===== src/gpio_cde_pkg.sv =====
// Purpose: Shared constants for the port C, D and E parallel I/O block
// Assumes: AXI4-Lite with 32-bit data, one register per aligned word
// Notes:   Register indexes are word indexes; byte address is index * 4
package gpio_cde_pkg;
  // Register word indexes
  localparam logic [7:0] IDX_PORT_C_DATA = 8'h02;
  localparam logic [7:0] IDX_PORT_D_DATA = 8'h03;
  localparam logic [7:0] IDX_PORT_E_DATA = 8'h08;
  localparam logic [7:0] IDX_PORT_C_DIR  = 8'h10;
  localparam logic [7:0] IDX_PORT_D_DIR  = 8'h11;
  localparam logic [7:0] IDX_PORT_E_DIR  = 8'h12;
  // Byte address width and the two low bits that select a byte
  localparam int         ADDR_W          = 10;
  localparam int         IDX_LSB         = 2;
  // Port widths
  localparam int         PC_W            = 5;
  localparam int         PD_W            = 2;
  localparam int         PE_W            = 2;
  localparam int         PIN_W           = PC_W + PD_W + PE_W;
  // Bit positions
  localparam int         PC_CLK_PIN      = 2;  // Pin that can carry clock
  localparam int         CLK_EN_BIT      = 7;  // Enable bit in port C dir
  localparam int         PE_TX_PIN       = 0;  // Serial transmit pin
  localparam int         PE_RX_PIN       = 1;  // Serial receive pin
  localparam int         PD_BASE         = PC_W;
  localparam int         PE_BASE         = PC_W + PD_W;
  // Reset values
  localparam logic [PC_W-1:0] PC_DIR_RST = 5'h0_0;
  localparam logic [PD_W-1:0] PD_DIR_RST = 2'h0;
  localparam logic [PE_W-1:0] PE_DIR_RST = 2'h0;
  // Bus responses
  localparam logic [1:0] RESP_OKAY       = 2'h0;
  localparam logic [1:0] RESP_SLVERR     = 2'h2;
endpackage : gpio_cde_pkg


===== src/gpio_ports_c_d_e.sv =====
// Purpose: Parallel I/O for ports C, D and E with peripheral pin sharing
// Assumes: Single clock aclk, synchronous active-low reset aresetn
// Notes:   Pin output enables are active low; pins are sampled via three
//          flops and a level counts once the last two flops agree
//
// The AXI4-Lite interface to the registers was decided locally.
module gpio_ports_c_d_e (
  input  wire logic                                 aclk,
  input  wire logic                                 aresetn,
  // AXI4-Lite slave
  input  wire logic [gpio_cde_pkg::ADDR_W-1:0]      awaddr,
  input  wire logic                                 awvalid,
  output logic                                      awready,
  input  wire logic [31:0]                          wdata,
  input  wire logic [3:0]                           wstrb,
  input  wire logic                                 wvalid,
  output logic                                      wready,
  output logic [1:0]                                bresp,
  output logic                                      bvalid,
  input  wire logic                                 bready,
  input  wire logic [gpio_cde_pkg::ADDR_W-1:0]      araddr,
  input  wire logic                                 arvalid,
  output logic                                      arready,
  output logic [31:0]                               rdata,
  output logic [1:0]                                rresp,
  output logic                                      rvalid,
  input  wire logic                                 rready,
  // Port pins
  input  wire logic [gpio_cde_pkg::PC_W-1:0]        port_c_in,
  output logic [gpio_cde_pkg::PC_W-1:0]             port_c_out,
  output logic [gpio_cde_pkg::PC_W-1:0]             port_c_oe_n,
  input  wire logic [gpio_cde_pkg::PD_W-1:0]        port_d_in,
  output logic [gpio_cde_pkg::PD_W-1:0]             port_d_out,
  output logic [gpio_cde_pkg::PD_W-1:0]             port_d_oe_n,
  input  wire logic [gpio_cde_pkg::PE_W-1:0]        port_e_in,
  output logic [gpio_cde_pkg::PE_W-1:0]             port_e_out,
  output logic [gpio_cde_pkg::PE_W-1:0]             port_e_oe_n,
  // Timer channel sharing, one select pair per channel
  input  wire logic [2*gpio_cde_pkg::PD_W-1:0]      edge_level_select,
  input  wire logic [gpio_cde_pkg::PD_W-1:0]        timer_channel_out,
  input  wire logic [gpio_cde_pkg::PD_W-1:0]        timer_channel_oe,
  output logic [gpio_cde_pkg::PD_W-1:0]             timer_channel_pin,
  // Serial interface sharing
  input  wire logic                                 serial_iface_enable,
  input  wire logic                                 serial_tx,
  output logic                                      serial_rx
);

  localparam int PC_W  = gpio_cde_pkg::PC_W;
  localparam int PD_W  = gpio_cde_pkg::PD_W;
  localparam int PE_W  = gpio_cde_pkg::PE_W;
  localparam int PIN_W = gpio_cde_pkg::PIN_W;
  localparam int AW    = gpio_cde_pkg::ADDR_W;

  // Whole state of the block
  typedef struct packed {
    logic              aw_full;          // Write address held
    logic [AW-1:0]     aw_addr;          // Held write address
    logic              w_full;           // Write data held
    logic [7:0]        w_data;           // Held low byte
    logic              w_lane;           // Low byte lane enabled
    logic              b_valid;          // Write response pending
    logic [1:0]        b_resp;           // Write response code
    logic              r_valid;          // Read data pending
    logic [7:0]        r_data;           // Read data, low byte
    logic [1:0]        r_resp;           // Read response code
    logic [PC_W-1:0]   port_c_latch;     // Not reset
    logic [PD_W-1:0]   port_d_latch;     // Not reset
    logic [PE_W-1:0]   port_e_latch;     // Not reset
    logic [PC_W-1:0]   port_c_direction;
    logic              clock_out_enable;
    logic [PD_W-1:0]   port_d_direction;
    logic [PE_W-1:0]   port_e_direction;
    logic [PIN_W-1:0]  sync_a;           // First synchroniser stage
    logic [PIN_W-1:0]  sync_b;           // Second stage
    logic [PIN_W-1:0]  sync_c;           // Third stage
    logic [PIN_W-1:0]  pin_level;        // Accepted pin levels
    logic              clk_toggle;       // Clock image for pin 2
    logic [PC_W-1:0]   c_out;
    logic [PC_W-1:0]   c_oe_n;
    logic [PD_W-1:0]   d_out;
    logic [PD_W-1:0]   d_oe_n;
    logic [PE_W-1:0]   e_out;
    logic [PE_W-1:0]   e_oe_n;
  } state_t;

  state_t st;
  state_t next_st;

  // Live ownership terms
  logic [PD_W-1:0] timer_owns;          // Timer claims port D pin
  logic            write_go;            // Both write halves present

  // Register index of a byte address
  function automatic logic [7:0] index_of(input logic [AW-1:0] a);
    index_of = 8'(a >> gpio_cde_pkg::IDX_LSB);
  endfunction : index_of

  // Read value of one register; flag marks a mapped index
  function automatic logic [8:0] read_reg(input state_t s,
                                          input logic [7:0] idx);
    logic [7:0] v;
    logic       hit;
    v   = 8'h00;
    hit = 1'b1;
    unique case (idx)
      gpio_cde_pkg::IDX_PORT_C_DATA:
      begin
        // Output pins show latch, inputs show pin
        v[PC_W-1:0] = (s.port_c_direction & s.port_c_latch)
                    | (~s.port_c_direction & s.pin_level[PC_W-1:0]);
        // Clock output hides this bit
        if (s.clock_out_enable)
          v[gpio_cde_pkg::PC_CLK_PIN] = 1'b0;
      end
      gpio_cde_pkg::IDX_PORT_D_DATA:
        // Direction picks source even when timer owns pin
        v[PD_W-1:0] = (s.port_d_direction & s.port_d_latch)
          | (~s.port_d_direction
             & s.pin_level[gpio_cde_pkg::PD_BASE +: PD_W]);
      gpio_cde_pkg::IDX_PORT_E_DATA:
        // Same selection while serial owns pins
        v[PE_W-1:0] = (s.port_e_direction & s.port_e_latch)
          | (~s.port_e_direction
             & s.pin_level[gpio_cde_pkg::PE_BASE +: PE_W]);
      gpio_cde_pkg::IDX_PORT_C_DIR:
      begin
        v[PC_W-1:0] = s.port_c_direction;
        v[gpio_cde_pkg::CLK_EN_BIT] = s.clock_out_enable;
      end
      gpio_cde_pkg::IDX_PORT_D_DIR:
        v[PD_W-1:0] = s.port_d_direction;
      gpio_cde_pkg::IDX_PORT_E_DIR:
        v[PE_W-1:0] = s.port_e_direction;
      default:
        hit = 1'b0;                      // Unmapped reads as zero
    endcase
    read_reg = {hit, v};
  endfunction : read_reg

  // Timer claims a pin when its select pair is non-zero
  genvar g;
  generate
    for (g = 0; g < PD_W; g++)
    begin : g_timer_claim
      assign timer_owns[g] = |edge_level_select[2*g +: 2];
    end
  endgenerate

  assign write_go = st.aw_full && st.w_full && !st.b_valid;

  // Next-state logic for bus, registers, synchronisers and drivers
  always_comb
  begin
    logic [8:0]      rd;
    logic [7:0]      widx;
    logic [PIN_W-1:0] pins_raw;
    rd       = 9'h000;
    widx     = 8'h00;
    pins_raw = {port_e_in, port_d_in, port_c_in};
    next_st  = st;

    // Pin synchroniser; accept a level once stages two and three agree
    next_st.sync_a = pins_raw;
    next_st.sync_b = st.sync_a;
    next_st.sync_c = st.sync_b;
    for (int i = 0; i < PIN_W; i++)
    begin
      if (st.sync_b[i] == st.sync_c[i])
        next_st.pin_level[i] = st.sync_c[i];
    end

    // Free-running clock image driven out when enabled
    next_st.clk_toggle = !st.clk_toggle;

    // Write address and data captured in either order
    if (awvalid && !st.aw_full)
    begin
      next_st.aw_full = 1'b1;
      next_st.aw_addr = awaddr;
    end
    if (wvalid && !st.w_full)
    begin
      next_st.w_full = 1'b1;
      next_st.w_data = wdata[7:0];
      next_st.w_lane = wstrb[0];
    end

    // Commit a write once both halves are present
    if (write_go)
    begin
      widx            = index_of(st.aw_addr);
      next_st.aw_full = 1'b0;
      next_st.w_full  = 1'b0;
      next_st.b_valid = 1'b1;
      next_st.b_resp  = gpio_cde_pkg::RESP_OKAY;
      unique case (widx)
        gpio_cde_pkg::IDX_PORT_C_DATA:
          if (st.w_lane)
          begin
            // Latch written whatever the direction
            next_st.port_c_latch = st.w_data[PC_W-1:0];
            // Clock output blocks writes to its bit
            if (st.clock_out_enable)
              next_st.port_c_latch[gpio_cde_pkg::PC_CLK_PIN] =
                st.port_c_latch[gpio_cde_pkg::PC_CLK_PIN];
          end
        gpio_cde_pkg::IDX_PORT_D_DATA:
          if (st.w_lane)
            next_st.port_d_latch = st.w_data[PD_W-1:0];
        gpio_cde_pkg::IDX_PORT_E_DATA:
          if (st.w_lane)
            next_st.port_e_latch = st.w_data[PE_W-1:0];
        gpio_cde_pkg::IDX_PORT_C_DIR:
          if (st.w_lane)
          begin
            next_st.port_c_direction = st.w_data[PC_W-1:0];
            next_st.clock_out_enable =
              st.w_data[gpio_cde_pkg::CLK_EN_BIT];
          end
        gpio_cde_pkg::IDX_PORT_D_DIR:
          if (st.w_lane)
            next_st.port_d_direction = st.w_data[PD_W-1:0];
        gpio_cde_pkg::IDX_PORT_E_DIR:
          if (st.w_lane)
            next_st.port_e_direction = st.w_data[PE_W-1:0];
        default:
          next_st.b_resp = gpio_cde_pkg::RESP_SLVERR;
      endcase
    end
    else if (st.b_valid && bready)
      next_st.b_valid = 1'b0;

    // Read: one cycle from address to data
    if (st.r_valid)
    begin
      if (rready)
        next_st.r_valid = 1'b0;
    end
    else if (arvalid)
    begin
      rd              = read_reg(st, index_of(araddr));
      next_st.r_valid = 1'b1;
      next_st.r_data  = rd[7:0];
      next_st.r_resp  = rd[8] ? gpio_cde_pkg::RESP_OKAY
                              : gpio_cde_pkg::RESP_SLVERR;
    end

    // Port C drivers: direction 1 drives, active-low enable
    next_st.c_out  = st.port_c_latch;
    next_st.c_oe_n = ~st.port_c_direction;
    if (st.clock_out_enable)
    begin
      // Clock image replaces pin 2 whatever its direction
      next_st.c_out[gpio_cde_pkg::PC_CLK_PIN]  = st.clk_toggle;
      next_st.c_oe_n[gpio_cde_pkg::PC_CLK_PIN] = 1'b0;
    end

    // Port D drivers; timer overrides direction when it owns a pin
    for (int i = 0; i < PD_W; i++)
    begin
      if (timer_owns[i])
      begin
        next_st.d_out[i]  = timer_channel_out[i];
        next_st.d_oe_n[i] = !timer_channel_oe[i];
      end
      else
      begin
        next_st.d_out[i]  = st.port_d_latch[i];
        next_st.d_oe_n[i] = !st.port_d_direction[i];
      end
    end

    // Port E drivers; serial takes both pins while enabled
    next_st.e_out  = st.port_e_latch;
    next_st.e_oe_n = ~st.port_e_direction;
    if (serial_iface_enable)
    begin
      // Transmit pin always driven by the serial side
      next_st.e_out[gpio_cde_pkg::PE_TX_PIN]  = serial_tx;
      next_st.e_oe_n[gpio_cde_pkg::PE_TX_PIN] = 1'b0;
      // Receive pin is input only
      next_st.e_oe_n[gpio_cde_pkg::PE_RX_PIN] = 1'b1;
    end

    // Synchronous reset; data latches keep their contents
    if (!aresetn)
    begin
      next_st.aw_full          = 1'b0;
      next_st.w_full           = 1'b0;
      next_st.b_valid          = 1'b0;
      next_st.r_valid          = 1'b0;
      next_st.port_c_direction = gpio_cde_pkg::PC_DIR_RST;
      next_st.clock_out_enable = 1'b0;
      next_st.port_d_direction = gpio_cde_pkg::PD_DIR_RST;
      next_st.port_e_direction = gpio_cde_pkg::PE_DIR_RST;
      next_st.clk_toggle       = 1'b0;
      next_st.c_oe_n           = '1;   // All pins released
      next_st.d_oe_n           = '1;
      next_st.e_oe_n           = '1;
      next_st.c_out            = '0;
      next_st.d_out            = '0;
      next_st.e_out            = '0;
      next_st.pin_level        = '0;
      next_st.sync_a           = '0;
      next_st.sync_b           = '0;
      next_st.sync_c           = '0;
      next_st.r_data           = 8'h00;
      next_st.r_resp           = gpio_cde_pkg::RESP_OKAY;
      next_st.b_resp           = gpio_cde_pkg::RESP_OKAY;
    end
  end

  // Single state register; reset is folded into the next value so the
  // data latches can ride through it untouched
  always_ff @(posedge aclk)
  begin
    st <= next_st;
  end

  // Bus handshakes
  assign awready = !st.aw_full;
  assign wready  = !st.w_full;
  assign arready = !st.r_valid;
  assign bvalid  = st.b_valid;
  assign bresp   = st.b_resp;
  assign rvalid  = st.r_valid;
  assign rresp   = st.r_resp;
  assign rdata   = {24'h00_0000, st.r_data};

  // Pin drivers, all from flops
  assign port_c_out  = st.c_out;
  assign port_c_oe_n = st.c_oe_n;
  assign port_d_out  = st.d_out;
  assign port_d_oe_n = st.d_oe_n;
  assign port_e_out  = st.e_out;
  assign port_e_oe_n = st.e_oe_n;

  // Synchronised pin levels toward the peripherals
  assign timer_channel_pin = st.pin_level[gpio_cde_pkg::PD_BASE +: PD_W];
  assign serial_rx =
    st.pin_level[gpio_cde_pkg::PE_BASE + gpio_cde_pkg::PE_RX_PIN];

endmodule : gpio_ports_c_d_e


===== config.mk =====
export PLATFORM = sky130hd
export DESIGN_NAME = gpio_ports_c_d_e
export DESIGN_NICKNAME = d
export VERILOG_FILES = /design/src/gpio_cde_pkg.sv /design/src/gpio_ports_c_d_e.sv
export SDC_FILE = /design/constraint.sdc
export NUM_CORES = 1
export LEC_CHECK = 0
export BUFFER_PORTS_ARGS = -buffer_cell sky130_fd_sc_hd__buf_4
export CAP_MARGIN = 20
export CORE_MARGIN = 10
export CORE_UTILIZATION = 35
export CTS_CLUSTER_SIZE = 10
export DETAILED_ROUTE_END_ITERATION = 10
export GPL_TIMING_DRIVEN = 0
export PLACE_DENSITY_LB_ADDON = 0.25
export SYNTH_ARGS = -nofsm -noshare
export SYNTH_HDL_FRONTEND = slang
export SYNTH_SLANG_ARGS = --single-unit
export TNS_END_PERCENT = 20

===== constraint.sdc =====
create_clock -name aclk -period 1.9 [get_ports aclk]
set_input_delay 0.19 -clock aclk [delete_from_list [all_inputs] [get_ports aclk]]
set_output_delay 0.19 -clock aclk [all_outputs]
set_load 0.02 [all_outputs]

==> impl_metrics.env <==
export IMPL_hold_depth=1
export IMPL_synth_flop_cell="dfxtp_1"
export IMPL_place_congestion=0.830
export IMPL_power_frac_comb_pct=9.3
export IMPL_pwr_share_clk_pct=40.0
export IMPL_clkTransAtPathRegs_ps=60
export IMPL_cts_sinks=101
export IMPL_power_mw=4.56
export IMPL_wl_per_cell_microns=14.2
export IMPL_relSlewSlack_pct=49.7
export IMPL_synthCells=374
export IMPL_synth_seq_cells=101
export IMPL_track_usage_pct=11.1
export IMPL_drt_iter0_drc=147
export IMPL_critPathKind="flip-flop to flip-flop"
export IMPL_grt_start_max_net_pins=16
export IMPL_synth_common_cells="dfxtp_1 (77), buf_4 (56), and2_1 (32), nand2_1 (28), edfxtp_1 (24)"
export IMPL_status="finished, final reports clean"
export IMPL_cp_depth=5
export IMPL_synth_async_reset_ratio_pct=0
export IMPL_fin_crit_sh_pct=96.3
export IMPL_arrival_ps=2060
export IMPL_syn_to_final_growth_pct=29.7
export IMPL_rsz0062_at_grt="true"
export IMPL_crit_slowest_cell="or4b_4"
export IMPL_num_rows=39
export IMPL_synth_top_cell_area_share_pct=37.9
export IMPL_power_switching_mw=1.00
export IMPL_initial_core_util_pct=35.6
export IMPL_grt_pass1_vias=2890
export IMPL_yosysUniqueCellTypes=44
export IMPL_ir_drop_mv=0.440
export IMPL_ios=144
export IMPL_diodes=0
export IMPL_crit_family="simple AND/OR/NAND/NOR gates"
export IMPL_avgSynthCellArea_sq_um=10.9
export IMPL_first_pass_iters=4
export IMPL_worst_slack_ps=71.0
export IMPL_cp_required_ps=2130
export IMPL_min_period_ps=1830
export IMPL_hold_class="input port to flip-flop"
export IMPL_synth_edf_count=24
export IMPL_power_density_mw_per_mm2=865
export IMPL_via_per_inst=4.36
export IMPL_utilization_pct=46.2
export IMPL_fmax_ghz=0.547
export IMPL_fp_dieArea_sq_mm=0.0163
export IMPL_cts_root_buf="clkbuf_16"
export IMPL_setup_violations=0
export IMPL_tightestPinTransition_ps=752
export IMPL_critPathCaptureType="flip-flop"
export IMPL_ant_nets=0
export IMPL_reg2regPathDepth=5
export IMPL_coreArea_sq_mm=0.0114
export IMPL_path_buf_inv=1
export IMPL_p_seq_share_pct=50.7
export IMPL_synth_most_common_cell="dfxtp_1"
export IMPL_synthTopCellsByArea="dfxtp_1 (38%), edfxtp_1 (18%), buf_4 (10%)"
export IMPL_clock_latency_ps=340
export IMPL_path_cells="or4b_4 -> and4b_1 -> buf_6 -> mux2i_1 -> nor2b_1"
export IMPL_drive_above_1_share_pct=32.9
export IMPL_die_x_microns=128
export IMPL_clockBufferDepth=2
export IMPL_power_internal_mw=3.55
export IMPL_maxSlewViolCount=0
export IMPL_cts_buffers=9
export IMPL_grt_overflow_total=0
export IMPL_fillCellCount=1132
export IMPL_hold_viol_final=0
export IMPL_port_buffer_count=79
export IMPL_synth_largest_area_cell="dfxtp_1"
export IMPL_cts_tree="built"
export IMPL_h_tree_depth=3
export IMPL_drc=0
export IMPL_routed_wl_microns=9080
export IMPL_yosysWarnings=0
export IMPL_pre_cts_slack_ps=-235
export IMPL_maxCapViolCount=0
export IMPL_nNetsFinal=574
export IMPL_p_leak_nw=2.21
export IMPL_num_vias=2788
export IMPL_synth_seq_area_share_pct=55.6
export IMPL_netSwitchingFraction_pct=22.0
export IMPL_antenna_found_initial=0
export IMPL_clock_skew_ps=3.31
export IMPL_cp_max_fo=6
export IMPL_dp_hpwl_microns=7000
export IMPL_critPathMaxStageDelay_ps=610
export IMPL_cp_start_kind="flip-flop"
export IMPL_die_h_microns=128
export IMPL_synth_area_sq_mm=0.00407
export IMPL_grt_pass1_wl_microns=14600
==> cell usage in the layout (no fill, tap or decap), drive strengths merged, types with 3 or more instances in the layout <==
master / instances
a21boi: 13
a21oi: 3
and2: 32
buf: 137
clkbuf: 25
conb: 28
dfxtp: 77
edfxtp: 24
inv: 9
mux2: 4
mux2i: 20
nand2: 28
nand2b: 6
nand3: 4
nand3b: 5
nor2: 7
nor2b: 16
nor3: 7
nor4: 5
o21ai: 19
o22ai: 3
==> repair_timing <==
action	in CTS	in global routing
buffers inserted	0	1
endpoints found under the hold margin	0	0
gates resized for setup	1	1
pin swaps	1	1
setup endpoints to repair	5	3
hold buffers	0	0
==> final timing paths <==
check	startpoint	end	slack, ps
min reg2reg	st[18]$_SDFF_PN0_	st[18]$_SDFF_PN0_	410
min	awaddr[9]	st[107]$_DFFE_PP_	20
max	st[105]$_DFFE_PP_	st[64]$_SDFFE_PN0P_	70
max reg2reg	st[105]$_DFFE_PP_	st[64]$_SDFFE_PN0P_	70
==> state kept, by name (all words and copies together), names as in the netlist, 2 cells and up <==
signal             cells
port_e_out             2
port_d_oe_n            2
port_c_oe_n            5
st                    70
rdata                  6
port_c_out             5
port_d_out             2
timer_channel_pin      2
port_e_oe_n            2
==> per-stage QoR <==
step | cells | TNS [ps] | hold WS [ps] | cell area [sq um]
after floorplan | 401 | 0 | 289 | 4170
after global placement | 623 | -465 | 369 | 4950
after detailed placement | 623 | -594 | 369 | 4950
after CTS | 638 | 0 | 17.7 | 5260
after global routing | 639 | -2.18 | 13.0 | 5270
final | 639 | 0 | 22.9 | 5270
==> logic make-up (layout without fill, tap and decap cells) <==
| logic type | after synthesis | count (layout) | synth area share [%] |
|---|---|---|---|
| other | 1 | 28 | 0.0922 |
| buffers and inverters | 77 | 172 | 12.5 |
| DFF | 101 | 101 | 55.6 |
| AOI/OAI and AO/OA | 50 | 50 | 8.18 |
| muxes | 24 | 24 | 6.03 |
| and+or+nand+nor | 121 | 121 | 17.6 |
==> power by group through the flow <==
| stage | Clock (mW) | Combinational, mW | Sequential (mW) |
|---|---|---|---|
| 2_1_floorplan | 0 | 0.267 | 2.35 |
| 3_3_place_gp | 0 | 0.419 | 2.35 |
| 3_5_place_dp | 0 | 0.425 | 2.36 |
| 4_1_cts | 1.86 | 0.426 | 2.31 |
| 5_1_grt | 1.94 | 0.470 | 2.32 |
| 6_report | 1.82 | 0.426 | 2.31 |
==> final cells by class <==
cell class              count  area [sq um]  share of cell area (%)
well taps                 143           179                    3.39
flip-flops and latches    101          2260                    42.9
plain buffers              69           477                    9.04
repair buffers             80           601                    11.4
inverters                   8          30.0                   0.570
clock buffers              13           293                    5.55
clock inverters             2          11.3                   0.214
multi-input cells         223          1420                    26.9
==> metal layers <==
| metal | global-route usage, % | vias to the layer above | share of wire, % |
|---|---|---|---|
| li1 | - | 1423 | - |
| met1 | 13.2 | 1251 | 44 |
| met2 | 17.0 | 101 | 44 |
| met3 | 5.17 | 13 | 9.7 |
| met4 | 3.84 | 0 | 1.7 |
| met5 | 0 | - | 0 |
Note: power is estimated with default switching activity, not from simulation.
